### src/include/bmd_regs.svh
/*
  Address map constants for the banked data memory decoder.
  Assumes a 12-bit data address, 7-bit in-bank offset and 5-bit bank number.
*/
`ifndef BMD_REGS_SVH
`define BMD_REGS_SVH

`define BMD_ADDR_W        12
`define BMD_OFS_W         7
`define BMD_BANK_W        5
`define BMD_NUM_BANKS     32
`define BMD_BANK_BYTES    128
`define BMD_CORE_LAST     7'h0B
`define BMD_PERIPH_FIRST  7'h0C
`define BMD_PERIPH_LAST   7'h1F
`define BMD_RAM_FIRST     7'h20
`define BMD_RAM_LAST      7'h6F
`define BMD_COMMON_FIRST  7'h70
`define BMD_RAM_BANKS     5'h03
`define BMD_RAM_BYTES     80
`define BMD_GRAM_DEPTH    240
`define BMD_COMMON_BYTES  16
`define BMD_LIN_BASE      16'h2000
`define BMD_LIN_SPAN      16'h00F0
`define BMD_SEL_W         640
`define BMD_PERIPH_SPAN   10'h014
`define BMD_BANK_RESET    5'h00

`endif

### src/include/bmd_pkg.sv
/*
  Types for the banked data memory decoder.
  Assumes bmd_regs.svh is on the include path.
*/
`include "bmd_regs.svh"
package bmd_pkg;
  typedef enum logic [2:0] {
    BMD_REG_CORE,
    BMD_REG_PERIPH,
    BMD_REG_RAM,
    BMD_REG_COMMON,
    BMD_REG_NONE
  } bmd_region_type;

  typedef struct packed {
    logic                   valid;
    logic                   write;
    logic                   indirect;
    logic [15:0]            ptr;
    logic [`BMD_OFS_W-1:0]  ofs;
    logic [7:0]             wdata;
  } bmd_req_type;
endpackage

### src/core/bmd_decoder.sv
/*
  Banked data memory decoder with general and common RAM arrays.
  Assumes the core presents one access per enabled cycle on the same clock
  and holds core register and peripheral register contents elsewhere.
*/
`timescale 1ns/1ps
`include "bmd_regs.svh"

// Functional notes
// RULE1 - Offsets 0Ch-1Fh go to peripheral window.
// RULE2 - No more than 80 RAM bytes per bank.
// RULE3 - RAM only in banks 0, 1, 2.
// RULE4 - Sixteen byte common RAM from every bank.
// RULE5 - Offsets 70h-7Fh reach shared common bytes.
// RULE6 - Empty locations read zero, ignore writes.
// RULE7 - Banks 3 up: 20h-6Fh read zero.
// RULE8 - Pointer sees RAM as linear region.
// RULE9 - Address: five bank bits, seven offset bits.
// RULE10 - Thirty-two banks of 128 bytes.
// RULE11 - First twelve offsets are core registers.
// RULE12 - Direct bank comes from bank select.
// RULE13 - One peripheral select per implemented offset.
module bmd_decoder (
  input  wire logic                     sys_clk_in,
  input  wire logic                     resetn_in,
  input  wire logic                     clk_en_in,
  input  wire logic                     bank_wr_in,
  input  wire logic [`BMD_BANK_W-1:0]   bank_wdata_in,
  input  wire bmd_pkg::bmd_req_type     req_in,
  input  wire logic [`BMD_SEL_W-1:0]    periph_impl_in,
  input  wire logic [7:0]               periph_rdata_in,
  output logic [`BMD_BANK_W-1:0]        active_bank_select_out,
  output logic [`BMD_ADDR_W-1:0]        addr_out,
  output bmd_pkg::bmd_region_type       region_out,
  output logic [`BMD_SEL_W-1:0]         periph_sel_out,
  output logic                          periph_wr_out,
  output logic [7:0]                    wdata_out,
  output logic                          rvalid_out,
  output logic [7:0]                    rdata_out
);

  // ----------------------------------------------------------------
  // Decoding functions
  // ----------------------------------------------------------------
  function automatic bmd_pkg::bmd_region_type region_of(input logic [`BMD_ADDR_W-1:0] a);
    logic [`BMD_OFS_W-1:0]  o;
    logic [`BMD_BANK_W-1:0] b;
    o = a[`BMD_OFS_W-1:0];
    b = a[`BMD_ADDR_W-1:`BMD_OFS_W];                                 // RULE10
    if (o <= `BMD_CORE_LAST)
      region_of = bmd_pkg::BMD_REG_CORE;                             // RULE11
    else if (o <= `BMD_PERIPH_LAST)
      region_of = bmd_pkg::BMD_REG_PERIPH;                           // RULE1
    else if (o >= `BMD_COMMON_FIRST)
      region_of = bmd_pkg::BMD_REG_COMMON;                           // RULE5
    else if (b < `BMD_RAM_BANKS)
      region_of = bmd_pkg::BMD_REG_RAM;                              // RULE3
    else
      region_of = bmd_pkg::BMD_REG_NONE;                             // RULE7
  endfunction

  function automatic logic [7:0] ram_index(input logic [`BMD_ADDR_W-1:0] a);
    logic [7:0] base;
    base = 8'(a[`BMD_ADDR_W-1:`BMD_OFS_W]) * 8'h50;                  // RULE2
    ram_index = 8'(base + 8'(a[`BMD_OFS_W-1:0] - `BMD_RAM_FIRST));
  endfunction

  function automatic logic [9:0] periph_index(input logic [`BMD_ADDR_W-1:0] a);
    logic [9:0] base;
    base = 10'(a[`BMD_ADDR_W-1:`BMD_OFS_W]) * `BMD_PERIPH_SPAN;
    periph_index = 10'(base + 10'(a[`BMD_OFS_W-1:0] - `BMD_PERIPH_FIRST));
  endfunction

  // ----------------------------------------------------------------
  // Storage
  // ----------------------------------------------------------------
  logic [7:0] gram [`BMD_GRAM_DEPTH];
  logic [7:0] cram [`BMD_COMMON_BYTES];

  logic [`BMD_BANK_W-1:0]  next_bank;
  logic [`BMD_ADDR_W-1:0]  next_addr;
  bmd_pkg::bmd_region_type next_region;
  logic [`BMD_SEL_W-1:0]   next_sel;
  logic                    next_pwr;
  logic [7:0]              next_wdata;
  logic                    next_rvalid;
  logic [7:0]              next_rdata;
  logic [`BMD_ADDR_W-1:0]  cur_addr;
  bmd_pkg::bmd_region_type cur_region;
  logic                    lin_hit;
  logic [15:0]             lin_ofs;
  logic [7:0]              gidx;
  logic [9:0]              pidx;
  logic [`BMD_SEL_W-1:0]   sel_hit;
  logic                    gram_we;
  logic                    cram_we;

  // ----------------------------------------------------------------
  // Peripheral select decoder
  // ----------------------------------------------------------------
  // One comparator per select line, so a register only ever sees
  // its own offset in its own bank.
  for (genvar g = 0; g < `BMD_SEL_W; g++)
  begin : g_sel
    assign sel_hit[g] = (pidx == 10'(g));                            // RULE13
  end

  // ----------------------------------------------------------------
  // Bank select state
  // ----------------------------------------------------------------
  always_comb
  begin
    next_bank = active_bank_select_out;
    if (bank_wr_in)
      next_bank = bank_wdata_in;                                     // RULE12
  end

  always_ff @(posedge sys_clk_in or negedge resetn_in)
  begin
    if (!resetn_in)
      active_bank_select_out <= `BMD_BANK_RESET;
    else if (clk_en_in)
      active_bank_select_out <= next_bank;
  end

  // ----------------------------------------------------------------
  // Address resolution
  // ----------------------------------------------------------------
  always_comb
  begin
    lin_ofs = 16'(req_in.ptr - `BMD_LIN_BASE);
    lin_hit = req_in.indirect && (req_in.ptr >= `BMD_LIN_BASE) &&
              (lin_ofs < `BMD_LIN_SPAN);                             // RULE8
    if (req_in.indirect)
      cur_addr = req_in.ptr[`BMD_ADDR_W-1:0];
    else
      cur_addr = {active_bank_select_out, req_in.ofs};               // RULE9
    cur_region = lin_hit ? bmd_pkg::BMD_REG_RAM : region_of(cur_addr);
    gidx = lin_hit ? lin_ofs[7:0] : ram_index(cur_addr);
    pidx = periph_index(cur_addr);
  end

  // ----------------------------------------------------------------
  // Access response
  // ----------------------------------------------------------------
  always_comb
  begin
    next_addr = cur_addr;
    next_region = cur_region;
    next_sel = '0;
    next_pwr = 1'b0;
    next_wdata = req_in.wdata;
    next_rvalid = req_in.valid && !req_in.write;
    next_rdata = 8'h00;                                              // RULE6
    if (req_in.valid && cur_region == bmd_pkg::BMD_REG_PERIPH)
    begin
      next_sel = periph_impl_in & sel_hit;                           // RULE1
      next_pwr = req_in.write;
    end
    if (req_in.valid && !req_in.write)
    begin
      if (cur_region == bmd_pkg::BMD_REG_RAM)
        next_rdata = gram[gidx];
      else if (cur_region == bmd_pkg::BMD_REG_COMMON)
        next_rdata = cram[cur_addr[3:0]];                            // RULE4
      else if (|next_sel)
        next_rdata = periph_rdata_in;                                // RULE13
    end
  end

  // ----------------------------------------------------------------
  // Registers
  // ----------------------------------------------------------------
  always_ff @(posedge sys_clk_in or negedge resetn_in)
  begin
    if (!resetn_in)
    begin
      addr_out <= '0;
      region_out <= bmd_pkg::BMD_REG_NONE;
      periph_sel_out <= '0;
      periph_wr_out <= 1'b0;
      wdata_out <= 8'h00;
      rvalid_out <= 1'b0;
      rdata_out <= 8'h00;
    end
    else if (clk_en_in)
    begin
      addr_out <= next_addr;
      region_out <= next_region;
      periph_sel_out <= next_sel;
      periph_wr_out <= next_pwr;
      wdata_out <= next_wdata;
      rvalid_out <= next_rvalid;
      rdata_out <= next_rdata;
    end
  end

  // ----------------------------------------------------------------
  // RAM write path
  // ----------------------------------------------------------------
  always_comb
  begin
    gram_we = 1'b0;
    cram_we = 1'b0;
    if (clk_en_in && req_in.valid && req_in.write)
    begin
      gram_we = (cur_region == bmd_pkg::BMD_REG_RAM);                // RULE3
      cram_we = (cur_region == bmd_pkg::BMD_REG_COMMON);             // RULE5
    end
  end

  always_ff @(posedge sys_clk_in)
  begin
    if (gram_we)
      gram[gidx] <= req_in.wdata;
    if (cram_we)
      cram[cur_addr[3:0]] <= req_in.wdata;
  end

endmodule

### config.mk
export PLATFORM = sky130hd
export DESIGN_NAME = bmd_decoder
export DESIGN_NICKNAME = d
export VERILOG_FILES = /design/src/include/bmd_pkg.sv /design/src/core/bmd_decoder.sv
export VERILOG_INCLUDE_DIRS = /design/src /design/src/include
export SDC_FILE = /design/constraint.sdc
export NUM_CORES = 2
export LEC_CHECK = 0
export BUFFER_PORTS_ARGS = -buffer_cell sky130_fd_sc_hd__buf_2
export CAP_MARGIN = 20
export CORE_AREA = 2 2 535 537
export DETAILED_ROUTE_END_ITERATION = 8
export DIE_AREA = 0 0 537 539
export HOLD_SLACK_MARGIN = 0.08
export MAX_ROUTING_LAYER = met4
export SLEW_MARGIN = 25
export SYNTH_ARGS = -nofsm -noshare
export SYNTH_HDL_FRONTEND = slang
export SYNTH_SLANG_ARGS = --single-unit
export TNS_END_PERCENT = 1
### constraint.sdc
create_clock -name sys_clk_in -period 6.4 [get_ports sys_clk_in]
set_input_delay 0.96 -clock sys_clk_in [delete_from_list [all_inputs] [get_ports sys_clk_in]]
set_output_delay 0.96 -clock sys_clk_in [all_outputs]
set_load 0.005 [all_outputs]
==> flow_summary.yaml <==
status:
  outcome: "complete, no violations"
sta:
  final.period_utilization: 0.992
  timing.final.setup_violations: 0
  timing_max_transition_violations_final: 0
  timing.fmax_ghz: 0.157
  timing.max_slew.rel_slack: 0.189
  finalCriticalPeriod_ps: 6350
  timing.final.hold_violations: 0
  rsz_0062_raised_after_global_routing: "no"
  totalNegativeSetupSlack_ps: 0
  fin_skew_ps: 79.0
  timing_worst_slew_pin_value_ps: 1180
routing:
  drcViolationCount: 0
  drt_first_iter_violations: 13900
  via_to_cell_ratio: 6.68
  finalWirelength_um: 674000
  per_cell_routed_wire_length_um: 52.3
  via_count: 85900
  detailedRoute.firstPassIterationCount: 6
  postRouteAntennaNets: 0
global_route:
  first_pass_grt_wire_length_um: 853000
  number_of_antenna_violations_at_the_first_check_in_global_routing: 239
  grt_util_all_layers: 0.472
  total_global_routing_overflow: 0
  grt_pass1_vias: 80700
  grt_start_max_net_pins: 217
floorplan:
  floorplan.die_area_mm2: 0.289
  rows: 196
  floorplan.die.height_um: 539
  io-pin-count: 1369
  die_width_um: 537
  core_area_mm2: 0.284
  initial_utilization: 0.397
clocking:
  tritoncts.num_buffers: 302
  worstSkewPairLatency_ps: 930
  cts_tree: "yes"
  ctsHtreeMaxLevel: 5
  cts_setup_buffers: 0
  clkTransAtPathRegs_ps: 60
  clock_path_buffers: 4
  clock_sink_count: 2726
  clockRootBuffer: "sky130_fd_sc_hd__clkbuf_16"
worst_setup_path:
  buffering_stage_count_on_the_worst_path_with_inverters_included: 5
  crit_chain: "mux2_2, ha_4, inv_1, fa_4, nand2b_2, buf_4, o22ai_1, nor4b_1, buf_4, o32ai_1, or4b_1, o31ai_1, buf_4, and4b_1, buf_12, o21ai_2"
  critical_path_required_ps: 7210
  critical_path_depth: 16
  worstRegToRegCells: 16
  reg2reg_slack_ps: 50
  worst_setup_start_kind: "flip-flop"
  crit_slowest_cell: "sky130_fd_sc_hd__nor4b_1"
  cp_top_family: "simple AND/OR/NAND/NOR gates"
  timing.critical_path.slowest_cell_delay_ps: 990
  worst-endpoint-arrival_ps: 7160
  cp-endpoint: "rdata_out[3]"
  endpoint_kind: "flip-flop"
  cp_common_cell: "sky130_fd_sc_hd__buf_4"
  timing.rr.end: "rdata_out[3]"
  worstSetupStartpoint: "active_bank_select_out[0]"
  timing.critical_path.fanout_max: 9
  timing.rr.start: "active_bank_select_out[0]"
  criticalPathCategory: "flip-flop to flip-flop"
place:
  gp_congestion: 1.12
  dp_hpwl_um: 516000
  buffer_ports.inserted: 1368
synth:
  post_synth_num_cell_types: 105
  mappedNetlistArea_mm2: 0.113
  syn-mean-instance-area_um2: 16.0
  syn-instance-count: 7062
  ys_dominant_reg_cell: "sky130_fd_sc_hd__edfxtp_1"
  synth-edff-count: 2048
  synth-async-reset-ratio: 0.249
  syn_nets: 7778
  yosysSeqAreaShare: 0.696
  synthesis.yosys.warnings: 0
  total_of_flip_flops_plus_latches_after_synthesis: 2726
cells_and_area:
  final_layout_net_count: 9425
  relative_area_change_from_synthesis_to_final_layout_pct: 21.7
  utilization: 0.483
  drive_above_1_share: 0.332
pwr:
  power_total_mw: 44.3
  power.leakage_nw: 51.0
  ir_worst_vdd_mv: 0.258
  powerDensity_mw_per_mm2: 323
min_path:
  worst_hold_path_type: "primary input to flip-flop"
  min-delay-start: "bank_wdata_in[0]"
flow_run:
  max_cap_viol_count: 0
==> layout make-up <==
type	instances	area [um2]
clock inverter	158	1740
tap	3762	4710
fill	24700	147000
multi-input combinational	3747	31900
sequential	2726	78500
clock buffer	378	8000
inverter	35	149
antenna	165	413
timing repair buffer	1897	11800
==> metal layers <==
| metal | GRT usage | share of wire |
|---|---|---|
| met4 | 0.315 | 0.083 |
| met3 | 0.182 | 0.13 |
| met5 | - | 0 |
| met2 | 0.634 | 0.42 |
| met1 | 0.586 | 0.37 |
==> registers in the layout, summed over array words and instances (netlist names) <==
signal,cells
addr_out,12
periph_sel_out,640
rvalid_out,1
periph_wr_out,1
cram,128
gram,1920
wdata_out,8
active_bank_select_out,5
rdata_out,8
region_out,3
==> through the flow <==
stage	worst slack, ps	cell area [um2]	instances	hold slack, ps
2_1_floorplan	159	113000	7062	470
3_3_place_gp	-469	127000	12200	470
3_5_place_dp	-447	127000	12200	468
4_1_cts	311	137000	12700	211
5_1_grt	80.6	137000	12800	251
6_report	49.9	137000	12900	268
==> cells in the final DEF (no fill, tap or decap), types with 21 or more instances in the layout <==
master,Yosys,final
sky130_fd_sc_hd__inv_1,32,31
sky130_fd_sc_hd__a22o_1,49,49
sky130_fd_sc_hd__buf_4,37,453
sky130_fd_sc_hd__nor4_1,22,21
sky130_fd_sc_hd__a31oi_1,47,45
sky130_fd_sc_hd__buf_12,1,74
sky130_fd_sc_hd__clkinv_1,0,49
sky130_fd_sc_hd__o21ai_0,91,90
sky130_fd_sc_hd__nand4_1,47,47
sky130_fd_sc_hd__and3_1,42,40
sky130_fd_sc_hd__mux2_2,28,28
sky130_fd_sc_hd__edfxtp_1,2048,2048
sky130_fd_sc_hd__o221ai_1,23,23
sky130_fd_sc_hd__mux4_2,497,497
sky130_fd_sc_hd__diode_2,0,165
sky130_fd_sc_hd__mux2i_1,46,42
sky130_fd_sc_hd__buf_2,158,1358
sky130_fd_sc_hd__a22oi_1,108,108
sky130_fd_sc_hd__o2bb2ai_1,260,260
sky130_fd_sc_hd__o22ai_1,26,25
sky130_fd_sc_hd__nor2_1,349,343
sky130_fd_sc_hd__a32o_1,359,359
sky130_fd_sc_hd__nor3_1,36,35
sky130_fd_sc_hd__dfrtp_1,677,677
sky130_fd_sc_hd__bufinv_16,0,25
sky130_fd_sc_hd__nand3_1,317,317
sky130_fd_sc_hd__clkbuf_1,280,63
sky130_fd_sc_hd__nand2_1,850,845
sky130_fd_sc_hd__ha_1,22,21
sky130_fd_sc_hd__and2_1,23,22
sky130_fd_sc_hd__o211ai_1,39,39
sky130_fd_sc_hd__a21oi_1,148,129
sky130_fd_sc_hd__clkinv_2,0,39
sky130_fd_sc_hd__clkbuf_16,0,304
==> timing repair <==
| item | CTS | global route |
|---|---|---|
| endpoints found under the setup margin | 0 | 0 |
| gates resized for setup | 0 | 0 |
| hold buffers | 1 | 0 |
| endpoints found under the hold margin | 9 | 0 |
==> synthesized netlist by cell type (49+ instances only) <==
cell	count	area share
sky130_fd_sc_hd__nand3_1	317	0.014
sky130_fd_sc_hd__mux4_2	497	0.099
sky130_fd_sc_hd__a22o_1	49	0.0038
sky130_fd_sc_hd__a32o_1	359	0.032
sky130_fd_sc_hd__nor2_1	349	0.012
sky130_fd_sc_hd__o21ai_0	91	0.0040
sky130_fd_sc_hd__clkbuf_1	280	0.0093
sky130_fd_sc_hd__dfrtp_1	677	0.15
sky130_fd_sc_hd__buf_2	158	0.0070
sky130_fd_sc_hd__edfxtp_1	2048	0.55
sky130_fd_sc_hd__a22oi_1	108	0.0072
sky130_fd_sc_hd__a21oi_1	148	0.0066
sky130_fd_sc_hd__o2bb2ai_1	260	0.020
sky130_fd_sc_hd__nand2_1	850	0.028
==> logic make-up (layout without fill, tap and decap cells) <==
family | Yosys count | count (layout) | synth area share
xor gates and xnor gates | 12 | 12 | 0.00107
adders and majority gates | 25 | 25 | 0.00297
DFF | 2726 | 2726 | 0.696
other | 0 | 165 | 0
buffers and inverters | 589 | 2468 | 0.0252
muxes | 572 | 572 | 0.106
AOI/OAI and AO/OA | 1371 | 1371 | 0.0997
and+or+nand+nor | 1767 | 1767 | 0.0690
==> power breakdown <==
part | total (mW) | internal (mW) | switching, mW
Clock | 17.5 | 9.94 | 7.61
Sequential | 19.1 | 19.1 | 0.0396
Combinational | 7.67 | 2.11 | 5.56
==> worst min-delay path by stage <==
stage                                      to  slack (ps)  cells past startpoint
floorplan                  periph_sel_out[18]         470                      2
global placement          periph_sel_out[448]         470                      1
detailed placement        periph_sel_out[562]         470                      1
CTS                 active_bank_select_out[4]         210                      2
global route        active_bank_select_out[3]         250                      2
finish              active_bank_select_out[0]         270                      2
Power figures use the tool's default switching activity.
